## config.mk

```make
export PLATFORM = sky130hd
export DESIGN_NAME = matrix_scan_and_current_config
export DESIGN_NICKNAME = d
export VERILOG_FILES = /design/src/rtl/matrix_cfg_pkg.sv /design/src/rtl/group_current_scale.sv /design/src/rtl/matrix_scan_and_current_config.sv
export SDC_FILE = /design/constraint.sdc
export NUM_CORES = 1
export LEC_CHECK = 0
export BUFFER_PORTS_ARGS = -buffer_cell sky130_fd_sc_hd__buf_2
export CORE_MARGIN = 1
export CORE_UTILIZATION = 25
export DETAILED_ROUTE_END_ITERATION = 8
export GPL_ROUTABILITY_DRIVEN = 0
export PLACE_DENSITY = 0.44
export SLEW_MARGIN = 20
export SYNTH_ARGS = -nofsm -noshare
export SYNTH_HDL_FRONTEND = slang
export SYNTH_SLANG_ARGS = --single-unit
```

## constraint.sdc

```tcl
create_clock -name pclk -period 15.8 [get_ports pclk]
set_input_delay 0.79 -clock pclk [delete_from_list [all_inputs] [get_ports pclk]]
set_output_delay 0.79 -clock pclk [all_outputs]
set_load 0.005 [all_outputs]
```

## src/rtl/matrix_cfg_pkg.sv

```systemverilog
package matrix_cfg_pkg;

  // Register byte offsets on the APB
  localparam logic [7:0] layout_off  = 8'h00;
  localparam logic [7:0] gain_off    = 8'h04;
  localparam logic [7:0] red_off     = 8'h08;
  localparam logic [7:0] green_off   = 8'h0c;
  localparam logic [7:0] blue_off    = 8'h10;
  localparam logic [7:0] scan_off    = 8'h14;
  localparam logic [7:0] current_off = 8'h18;

  // Field widths and reset values
  localparam int          lines_per_dev = 16;
  localparam int          line_w        = 4;
  localparam int          level_w       = 8;
  localparam int          code_w        = 3;
  localparam logic [7:0]  level_rst     = 8'h7f;
  localparam logic [2:0]  gain_rst      = 3'h0;
  localparam logic [2:0]  layout_rst    = 3'h0;
  localparam logic [1:0]  pos_rst       = 2'h0;

  // Layout codes
  localparam logic [2:0] lay_indep   = 3'h0;
  localparam logic [2:0] lay_s2      = 3'h1;
  localparam logic [2:0] lay_s3a     = 3'h2;
  localparam logic [2:0] lay_s3b     = 3'h3;
  localparam logic [2:0] lay_s3c     = 3'h4;
  localparam logic [2:0] lay_s3d     = 3'h5;
  localparam logic [2:0] lay_s4a     = 3'h6;
  localparam logic [2:0] lay_s4b     = 3'h7;

  // Global current gain, scaled by 100
  localparam logic [14:0] gain_x100 [8] = '{15'd2417, 15'd3057, 15'd4949, 15'd8661,
                                            15'd10394, 15'd12992, 15'd14848, 15'd17323};

  // Control register fields
  typedef struct packed {
    logic [2:0] matrix_layout_select;
    logic       line_order_reverse;
    logic [1:0] stack_position;
    logic [1:0] last_line_cut;
    logic       scan_enable;
  } layout_cfg_s;

  // Current setting bundle
  typedef struct packed {
    logic [2:0] global_gain_code;
    logic [7:0] red_group_level;
    logic [7:0] green_group_level;
    logic [7:0] blue_group_level;
  } current_cfg_s;

endpackage

```

## src/rtl/group_current_scale.sv

```systemverilog
// Scales one colour group: max_current * (level + 1) / 256
module group_current_scale
  import matrix_cfg_pkg::*;
#(
  parameter int cur_w = 16
)
(
  // Clock and reset
  input  wire logic               pclk,
  input  wire logic               presetn,
  // Inputs
  input  wire logic [cur_w-1:0]   max_channel_current,
  input  wire logic [level_w-1:0] level,
  // Output
  output logic      [cur_w-1:0]   group_current
);

  // Full width product avoids overflow before the divide
  wire [cur_w+level_w:0] product = max_channel_current * ({1'b0, level} + 9'h001);

  // Registered result
  always_ff @(posedge pclk or negedge presetn)
  begin
    if (!presetn)
      group_current <= '0;
    else
      group_current <= product[cur_w+level_w-1:level_w];
  end

endmodule

```

## src/rtl/matrix_scan_and_current_config.sv

```systemverilog
// Overview of operation
// - Codes 000b independent, 001b two-device stack
// - Higher codes pick stack size and order
// - Two-stack: device one lines 1-16, two 17-32
// - Reverse bit steps line switches descending
// - One 3-bit gain scales all channels
// - Gain codes map 24.17 up to 173.23
// - Separate 8-bit level per colour group
// - Group current is max times (code+1)/256
// - Up to four devices share line switches
module matrix_scan_and_current_config
  import matrix_cfg_pkg::*;
#(
  parameter int cur_w = 16
)
(
  // Clock and reset
  input  wire logic               pclk,
  input  wire logic               presetn,
  // APB slave
  input  wire logic               psel,
  input  wire logic               penable,
  input  wire logic               pwrite,
  input  wire logic [7:0]         paddr,
  input  wire logic [31:0]        pwdata,
  output logic      [31:0]        prdata,
  output logic                    pready,
  output logic                    pslverr,
  // Scan step from the line timer
  input  wire logic               line_step,
  // Line switch drive
  output logic [lines_per_dev-1:0] line_switch,
  output logic                     stack_line_active,
  output logic [5:0]               global_line,
  // Current setting
  output logic [14:0]              global_current_gain,
  output logic [cur_w-1:0]         red_current,
  output logic [cur_w-1:0]         green_current,
  output logic [cur_w-1:0]         blue_current
);

  ////////////////////////////////////////////////////////////////////////////
  // Register state

  layout_cfg_s  lay_reg;
  current_cfg_s cur_reg;
  logic [cur_w-1:0] max_cur_reg;

  // Access decode
  wire wr_en  = psel && penable && pwrite;
  wire rd_acc = psel && penable && !pwrite;
  wire hit_lay = (paddr == layout_off);
  wire hit_gain = (paddr == gain_off);
  wire hit_red = (paddr == red_off);
  wire hit_grn = (paddr == green_off);
  wire hit_blu = (paddr == blue_off);
  wire hit_scan = (paddr == scan_off);
  wire hit_cur = (paddr == current_off);
  wire hit_any = hit_lay || hit_gain || hit_red || hit_grn || hit_blu || hit_scan || hit_cur;

  // Zero wait state slave
  assign pready  = 1'b1;
  assign pslverr = (wr_en || rd_acc) && !hit_any;

  // Configuration writes
  always_ff @(posedge pclk or negedge presetn)
  begin
    if (!presetn)
    begin
      lay_reg <= '{layout_rst, 1'b0, pos_rst, 2'h0, 1'b0};
      cur_reg <= '{gain_rst, level_rst, level_rst, level_rst};
      max_cur_reg <= '0;
    end
    else if (wr_en)
    begin
      if (hit_lay)
        lay_reg <= pwdata[8:0];
      if (hit_gain)
        cur_reg.global_gain_code <= pwdata[code_w-1:0];
      if (hit_red)
        cur_reg.red_group_level <= pwdata[level_w-1:0];
      if (hit_grn)
        cur_reg.green_group_level <= pwdata[level_w-1:0];
      if (hit_blu)
        cur_reg.blue_group_level <= pwdata[level_w-1:0];
      if (hit_cur)
        max_cur_reg <= pwdata[cur_w-1:0];
    end
  end

  ////////////////////////////////////////////////////////////////////////////
  // Stack geometry

  // Devices in the stack for each layout code
  logic [2:0] dev_count;
  always_comb
  begin
    case (lay_reg.matrix_layout_select)
      lay_indep: dev_count = 3'h1;
      lay_s2: dev_count = 3'h2;
      lay_s3a, lay_s3b, lay_s3c, lay_s3d: dev_count = 3'h3;
      default: dev_count = 3'h4;
    endcase
  end

  // Slot of this device in the scan order, from its physical position
  logic [1:0] scan_slot;
  always_comb
  begin
    scan_slot = lay_reg.stack_position;
    if ((lay_reg.matrix_layout_select == lay_s3b) || (lay_reg.matrix_layout_select == lay_s3d))
    begin
      // Order one, three, two
      case (lay_reg.stack_position)
        2'h1: scan_slot = 2'h2;
        2'h2: scan_slot = 2'h1;
        default: scan_slot = lay_reg.stack_position;
      endcase
    end
    else if (lay_reg.matrix_layout_select == lay_s4b)
    begin
      // Order one, four, two, three
      case (lay_reg.stack_position)
        2'h1: scan_slot = 2'h2;
        2'h2: scan_slot = 2'h3;
        2'h3: scan_slot = 2'h1;
        default: scan_slot = 2'h0;
      endcase
    end
  end

  ////////////////////////////////////////////////////////////////////////////
  // Scan sequencer

  // Unused switches are the top ones, or the bottom ones when reversed; software sets how many to skip
  wire [line_w-1:0] last_step = line_w'(lines_per_dev - 1) - {2'h0, lay_reg.last_line_cut};

  logic [line_w-1:0] step_reg;   // Step within this device
  logic [1:0]        slot_reg;   // Which device of the stack scans now
  wire               stack_mode = (lay_reg.matrix_layout_select != lay_indep);
  wire               step_wrap  = (step_reg == last_step);
  wire [1:0]         last_slot  = 2'(dev_count - 3'h1);

  // Shared scan position across the stack
  always_ff @(posedge pclk or negedge presetn)
  begin
    if (!presetn)
    begin
      step_reg <= '0;
      slot_reg <= '0;
    end
    else if (wr_en && hit_lay)
    begin
      step_reg <= '0;
      slot_reg <= '0;
    end
    else if (lay_reg.scan_enable && line_step)
    begin
      step_reg <= step_wrap ? '0 : step_reg + 4'h1;
      if (step_wrap)
        slot_reg <= (slot_reg == last_slot || !stack_mode) ? 2'h0 : slot_reg + 2'h1;
    end
  end

  // This device owns the current line when its slot is scanning
  wire own_turn = !stack_mode || (slot_reg == scan_slot);
  // Reverse mapping lets a rotated device keep the global order
  wire [line_w-1:0] phys_line = lay_reg.line_order_reverse ?
                                line_w'(lines_per_dev - 1) - step_reg : step_reg;

  // One-hot line switch drive, one generate entry per switch
  logic [lines_per_dev-1:0] ls_next;
  for (genvar i = 0; i < lines_per_dev; i++)
  begin : g_ls
    assign ls_next[i] = lay_reg.scan_enable && own_turn && (phys_line == line_w'(i));
  end

  // Registered pin drive
  always_ff @(posedge pclk or negedge presetn)
  begin
    if (!presetn)
    begin
      line_switch <= '0;
      stack_line_active <= 1'b0;
      global_line <= '0;
    end
    else
    begin
      line_switch <= ls_next;
      stack_line_active <= lay_reg.scan_enable && own_turn;
      global_line <= {slot_reg, step_reg};
    end
  end

  ////////////////////////////////////////////////////////////////////////////
  // Current setting

  // Gain lookup registered to keep outputs flop based
  always_ff @(posedge pclk or negedge presetn)
  begin
    if (!presetn)
      global_current_gain <= '0;
    else
      global_current_gain <= gain_x100[cur_reg.global_gain_code];
  end

  group_current_scale #(.cur_w(cur_w)) u_red
  (
    .pclk                (pclk),
    .presetn             (presetn),
    .max_channel_current (max_cur_reg),
    .level               (cur_reg.red_group_level),
    .group_current       (red_current)
  );

  group_current_scale #(.cur_w(cur_w)) u_green
  (
    .pclk                (pclk),
    .presetn             (presetn),
    .max_channel_current (max_cur_reg),
    .level               (cur_reg.green_group_level),
    .group_current       (green_current)
  );

  group_current_scale #(.cur_w(cur_w)) u_blue
  (
    .pclk                (pclk),
    .presetn             (presetn),
    .max_channel_current (max_cur_reg),
    .level               (cur_reg.blue_group_level),
    .group_current       (blue_current)
  );

  ////////////////////////////////////////////////////////////////////////////
  // Read mux, unmapped reads zero

  wire [31:0] rd_lay  = {23'h0, lay_reg};
  wire [31:0] rd_gain = {29'h0, cur_reg.global_gain_code};
  wire [31:0] rd_red  = {24'h0, cur_reg.red_group_level};
  wire [31:0] rd_grn  = {24'h0, cur_reg.green_group_level};
  wire [31:0] rd_blu  = {24'h0, cur_reg.blue_group_level};
  wire [31:0] rd_scan = {23'h0, stack_line_active, own_turn, 1'b0, slot_reg, step_reg};
  wire [31:0] rd_cur  = {{(32-cur_w){1'b0}}, max_cur_reg};
  wire [31:0] rd_val  = hit_lay ? rd_lay : hit_gain ? rd_gain : hit_red ? rd_red :
                        hit_grn ? rd_grn : hit_blu ? rd_blu : hit_scan ? rd_scan :
                        hit_cur ? rd_cur : 32'h0;

  // Read data registered in setup so it is stable in access
  always_ff @(posedge pclk or negedge presetn)
  begin
    if (!presetn)
      prdata <= '0;
    else if (psel && !penable && !pwrite)
      prdata <= rd_val;
  end

  ////////////////////////////////////////////////////////////////////////////
  // Checks

  // Reset defaults and register writes
  a_reset_level: assert property (@(posedge pclk)
    $rose(presetn) |-> cur_reg.red_group_level == level_rst)
    else $error("level reset wrong");
  a_level_write: assert property (@(posedge pclk) disable iff (!presetn)
    wr_en && hit_red |=> cur_reg.red_group_level == $past(pwdata[level_w-1:0]))
    else $error("red level write lost");
  // Gain lags its code by one cycle; the edge out of reset still shows zero
  a_gain_map: assert property (@(posedge pclk) disable iff (!presetn)
    ##1 ($stable(cur_reg.global_gain_code) && $past(presetn)) |->
    global_current_gain == gain_x100[cur_reg.global_gain_code])
    else $error("gain wrong");
  // Reversed scan walks down one switch per step, quiet cycle before it
  a_reverse_order: assert property (@(posedge pclk) disable iff (!presetn)
    (lay_reg.line_order_reverse && lay_reg.scan_enable && !stack_mode && line_step && !step_wrap
    && !(wr_en && hit_lay) && !$past(line_step) && !$past(wr_en && hit_lay))
    ##2 1 |-> line_switch == ($past(line_switch, 2) >> 1))
    else $error("reverse scan out of order");
  // Idle drive and scan bounds
  a_idle_switch: assert property (@(posedge pclk) disable iff (!presetn)
    !lay_reg.scan_enable |=> line_switch == '0) else $error("switch on when idle");
  a_step_limit: assert property (@(posedge pclk) disable iff (!presetn)
    step_reg <= last_step || $past(wr_en && hit_lay)) else $error("unused line scanned");
  a_slot_limit: assert property (@(posedge pclk) disable iff (!presetn)
    slot_reg <= last_slot || $past(wr_en && hit_lay)) else $error("slot out of stack");
  a_indep_own: assert property (@(posedge pclk) disable iff (!presetn)
    lay_reg.matrix_layout_select == lay_indep && lay_reg.scan_enable
    |=> stack_line_active) else $error("independent not active");
  // A new layout restarts the scan at the first line of the stack
  a_layout_restart: assert property (@(posedge pclk) disable iff (!presetn)
    wr_en && hit_lay |=> step_reg == '0 && slot_reg == '0) else $error("scan not restarted");
  // Group current stays within the maximum and reaches it at full code
  a_group_scale: assert property (@(posedge pclk) disable iff (!presetn)
    ##2 ($stable(max_cur_reg) && $stable(cur_reg.red_group_level)) |->
    red_current <= max_cur_reg
    && (cur_reg.red_group_level != '1 || red_current == max_cur_reg))
    else $error("group current out of range");

  // Main scenarios
  c_stack_two: cover property (@(posedge pclk) lay_reg.matrix_layout_select == lay_s2
    && slot_reg == 2'h1);
  c_stack_four: cover property (@(posedge pclk) lay_reg.matrix_layout_select == lay_s4b
    && slot_reg == 2'h3);
  c_reverse: cover property (@(posedge pclk) lay_reg.line_order_reverse && line_switch[0]);
  c_order_four: cover property (@(posedge pclk) lay_reg.matrix_layout_select == lay_s4b
    && lay_reg.stack_position == 2'h3 && stack_line_active);

endmodule

```

==> run_results.csv <==
group,metric,value,unit
logic_synthesis,synth_edf_count,0,
power_and_ir_drop,p_comb_share,8.4,%
floorplan,coreArea,76300,µm²
place,post-place-ws,9.18,ns
cts,cts.clk_slew.worst_paths,0.07,ns
routing,routedWlPerCell,15.9,µm
global_routing,antenna_found_initial,1,
logic_synthesis,ys_top_cells_by_count,"357 x inv_1, 291 x fa_1, 206 x nand2_1",
logic_synthesis,synth-seq-cells,157,
worst_setup_path,r2r-end,"u_green.group_current[15]",
worst_setup_path,path_delay_family,"adder cells",
cts,cts_tree,"yes",
sta,timing.slew.headroom,25.7,%
layout,diodes,0,
sta,setup_slack,9.11,ns
layout,finish.utilization,28.4,%
logic_synthesis,yosysUniqueCellTypes,76,
layout,num-fill-cells,8168,
worst_setup_path,worst-path-buf-inv,3,
logic_synthesis,synth.avg_cell_area,9.52,µm²
routing,ant_nets,0,
logic_synthesis,synth_top_area_share,30.1,%
worst_setup_path,worstSetupEndpointType,"flop",
sta,worst_pin_slew,1.11,ns
worst_setup_path,crit_chain,"ha_1 -> nand3_1 -> nor2_1 -> xor2_2 -> nand2_1 -> fa_1 -> fa_1 -> inv_1 -> fa_1 -> inv_1 -> fa_1 -> inv_1 -> ha_1 -> and3_1 -> a21boi_0 -> o31ai_2 -> o41ai_4 -> o31ai_4 -> nor4b_1 -> a211o_1",
power_and_ir_drop,intPower,0.000645,W
floorplan,start_util,25.4,%
worst_setup_path,crit_arrival,7.11,ns
logic_synthesis,async_flop_share,100,%
routing,first_pass_iters,5,
power_and_ir_drop,powerDensity,42.0,nW/µm²
cts,clockRootBuffer,"clkbuf_16",
worst_setup_path,critPathKind,"reg -> reg",
cts,clk_latency,0.50,ns
routing,drc,0,
logic_synthesis,synthesis.area,19400,µm²
cts,cts.repair.resized,0,
cts,hold_buffers,0,
logic_synthesis,yosysSeqAreaShare,20.4,%
logic_synthesis,yosys_warnings,0,
worst_setup_path,required,16.23,ns
worst_setup_path,worst_path_max_delay_cell,"dfstp_2",
worst_setup_path,cpMostUsedCell,"fa_1",
layout,fin_nets,2582,
place,placed_cell_area,21100,µm²
floorplan,num_rows,101,
cts,clockBufferDepth,2,
logic_synthesis,yosysTopAreaCell,"fa_1",
logic_synthesis,synth.most_common_cell,"inv_1",
logic_synthesis,syn_inst,2036,
place,portBuffers,131,
worst_setup_path,crit_path_max_fanout,20,
global_routing,grt_max_degree,60,
sta,period_share,42.3,%
place,dp_hpwl,37600,µm
layout,area_growth,12.0,%
worst_setup_path,startpoint_type,"flop",
floorplan,die_h,280,µm
floorplan,num_io_pins,166,
layout,final_area,21700,µm²
cts,cts-htree-levels,4,
worst_hold_path,holdCritPathClass,"in -> async",
floorplan,dieArea,78600,µm²
logic_synthesis,synth_area_leaders,"fa_1 30%, dfrtp_1 18%, ha_1 8.4%",
sta,finalSetupViolCount,0,
global_routing,grt_overflow,0,
outcome,status,"finished, final reports clean",
power_and_ir_drop,switchingPower,0.000268,W
cts,cts_setup_buffers,0,
layout,drive_gt1_share,13.8,%
global_routing,grt_pass1_wl,81800,µm
worst_setup_path,worstRegToRegCells,20,
power_and_ir_drop,seqPwrFrac,45.8,%
worst_setup_path,worstReg2RegStart,"cur_reg[8]",
routing,drt-initial-drc-count,671,
power_and_ir_drop,p_total,0.000913,W
logic_synthesis,ys.flop_type,"dfrtp_1",
flow_run,max-cap-violations,0,
sta,final.setup.tns,0,ns
sta,skew,0.0143,ns
power_and_ir_drop,power.share.switching,29.4,%
power_and_ir_drop,p_clk_share,45.9,%
power_and_ir_drop,irDropWorstVdd,0.0000636,V
sta,hold_viol,0,
worst_setup_path,reg2reg_slack,9.11,ns
global_routing,grt_pass1_vias,14600,
cts,cts_buffers,17,
layout,largest_register_ffs,27,
routing,viasPerCell,4.41,
global_routing,track_usage,13.5,%
sta,slew_viol_final,0,
routing,wl,50200,µm
sta,fmax,0.150,GHz
routing,vias,13900,
power_and_ir_drop,p_leak,11.3,nW
floorplan,die_w,280,µm
cts,cts.sinks,157,
sta,finalCriticalPeriod,6.69,ns
worst_setup_path,critPathMaxStageDelay,0.77,ns
sta,rsz0062_at_grt,"no",
per-layer routing:
metal  wire, µm  GRT usage, %
met1      22800          18.1
met3       2200          2.40
met5          7             0
met2      24400          22.2
met4        777          3.73
kinds of logic after synthesis:
logic type,Yosys count,synth area share [%]
compound gates,168,5.87
xor+xnor,73,3.30
fa+ha+maj,421,38.5
buf+inv,476,9.72
flops,157,20.4
mux,69,4.08
other cells,2,0.0388
simple gates,670,18.1
worst register-to-register path, delay by kind of cell, from the launching register on:
| family | cells | cell delay [ns] |
|---|---|---|
| buffers and inverters | 3 | 0.14 |
| XOR/XNOR | 1 | 0.66 |
| flip-flops | 1 | 0.77 |
| adder cells (fa/ha/maj) | 6 | 2.53 |
| AO/OA/AOI/OAI | 5 | 1.40 |
| AND/OR/NAND/NOR | 5 | 1.13 |
power by group through the flow:
| stage | Combinational [W] | Clock [W] | Sequential, W |
|---|---|---|---|
| 2_1_floorplan | 0.0000451 | 0 | 0.000422 |
| 3_5_place_dp | 0.0000785 | 0 | 0.000426 |
| 3_3_place_gp | 0.0000778 | 0 | 0.000425 |
| 6_report | 0.0000764 | 0.000419 | 0.000418 |
| 4_1_cts | 0.0000788 | 0.000444 | 0.000418 |
| 5_1_grt | 0.0000867 | 0.000457 | 0.000419 |
cell type report:
type / count / area [µm²] / area share [%]
multi-input cells: 1419 / 13700 / 62.9
clock buffers: 18 / 439 / 2.02
inverters: 357 / 1340 / 6.17
repair buffers: 163 / 910 / 4.19
flip-flops and latches: 157 / 3960 / 18.2
clock inverters: 14 / 125 / 0.576
well taps: 1030 / 1290 / 5.94
cells in the final DEF (no fill, tap or decap), drive strengths merged, types with 7 or more instances in the layout:
cell,Yosys,final
dfrtp,136,136
and3,10,10
o21ai,37,37
a22oi,17,17
xor2,28,28
nand2b,59,59
mux2,50,50
inv,357,364
nor3,17,17
a21oi,47,47
a22o,7,7
ha,130,130
fa,291,291
dfstp,21,21
nor2b,46,46
conb,2,18
a211oi,7,7
clkbuf,86,18
nor2,86,86
nand3,27,27
a21o,9,9
xnor2,45,45
and2,187,187
mux2i,16,16
nand2,207,207
buf,33,163
worst max path at each step:
stage	start	depth (start not counted)	slack (ns)	to
CTS	cur_reg[8]	20	9.13	u_green.group_current[15]
floorplan	cur_reg[9]	21	10.22	u_green.group_current[15]
finish	cur_reg[8]	20	9.11	u_green.group_current[15]
global placement	cur_reg[8]	20	8.91	u_green.group_current[10]
global route	cur_reg[8]	20	8.64	u_green.group_current[10]
detailed placement	cur_reg[8]	20	9.18	u_green.group_current[15]
stage by stage:
stage,cells,hold WS [ns]
after global routing,3158,0.216
after floorplan,2052,0.378
after CTS,3157,0.175
final,3158,0.206
after global placement,3125,0.462
after detailed placement,3125,0.466
Power figures use the tool's default switching activity.
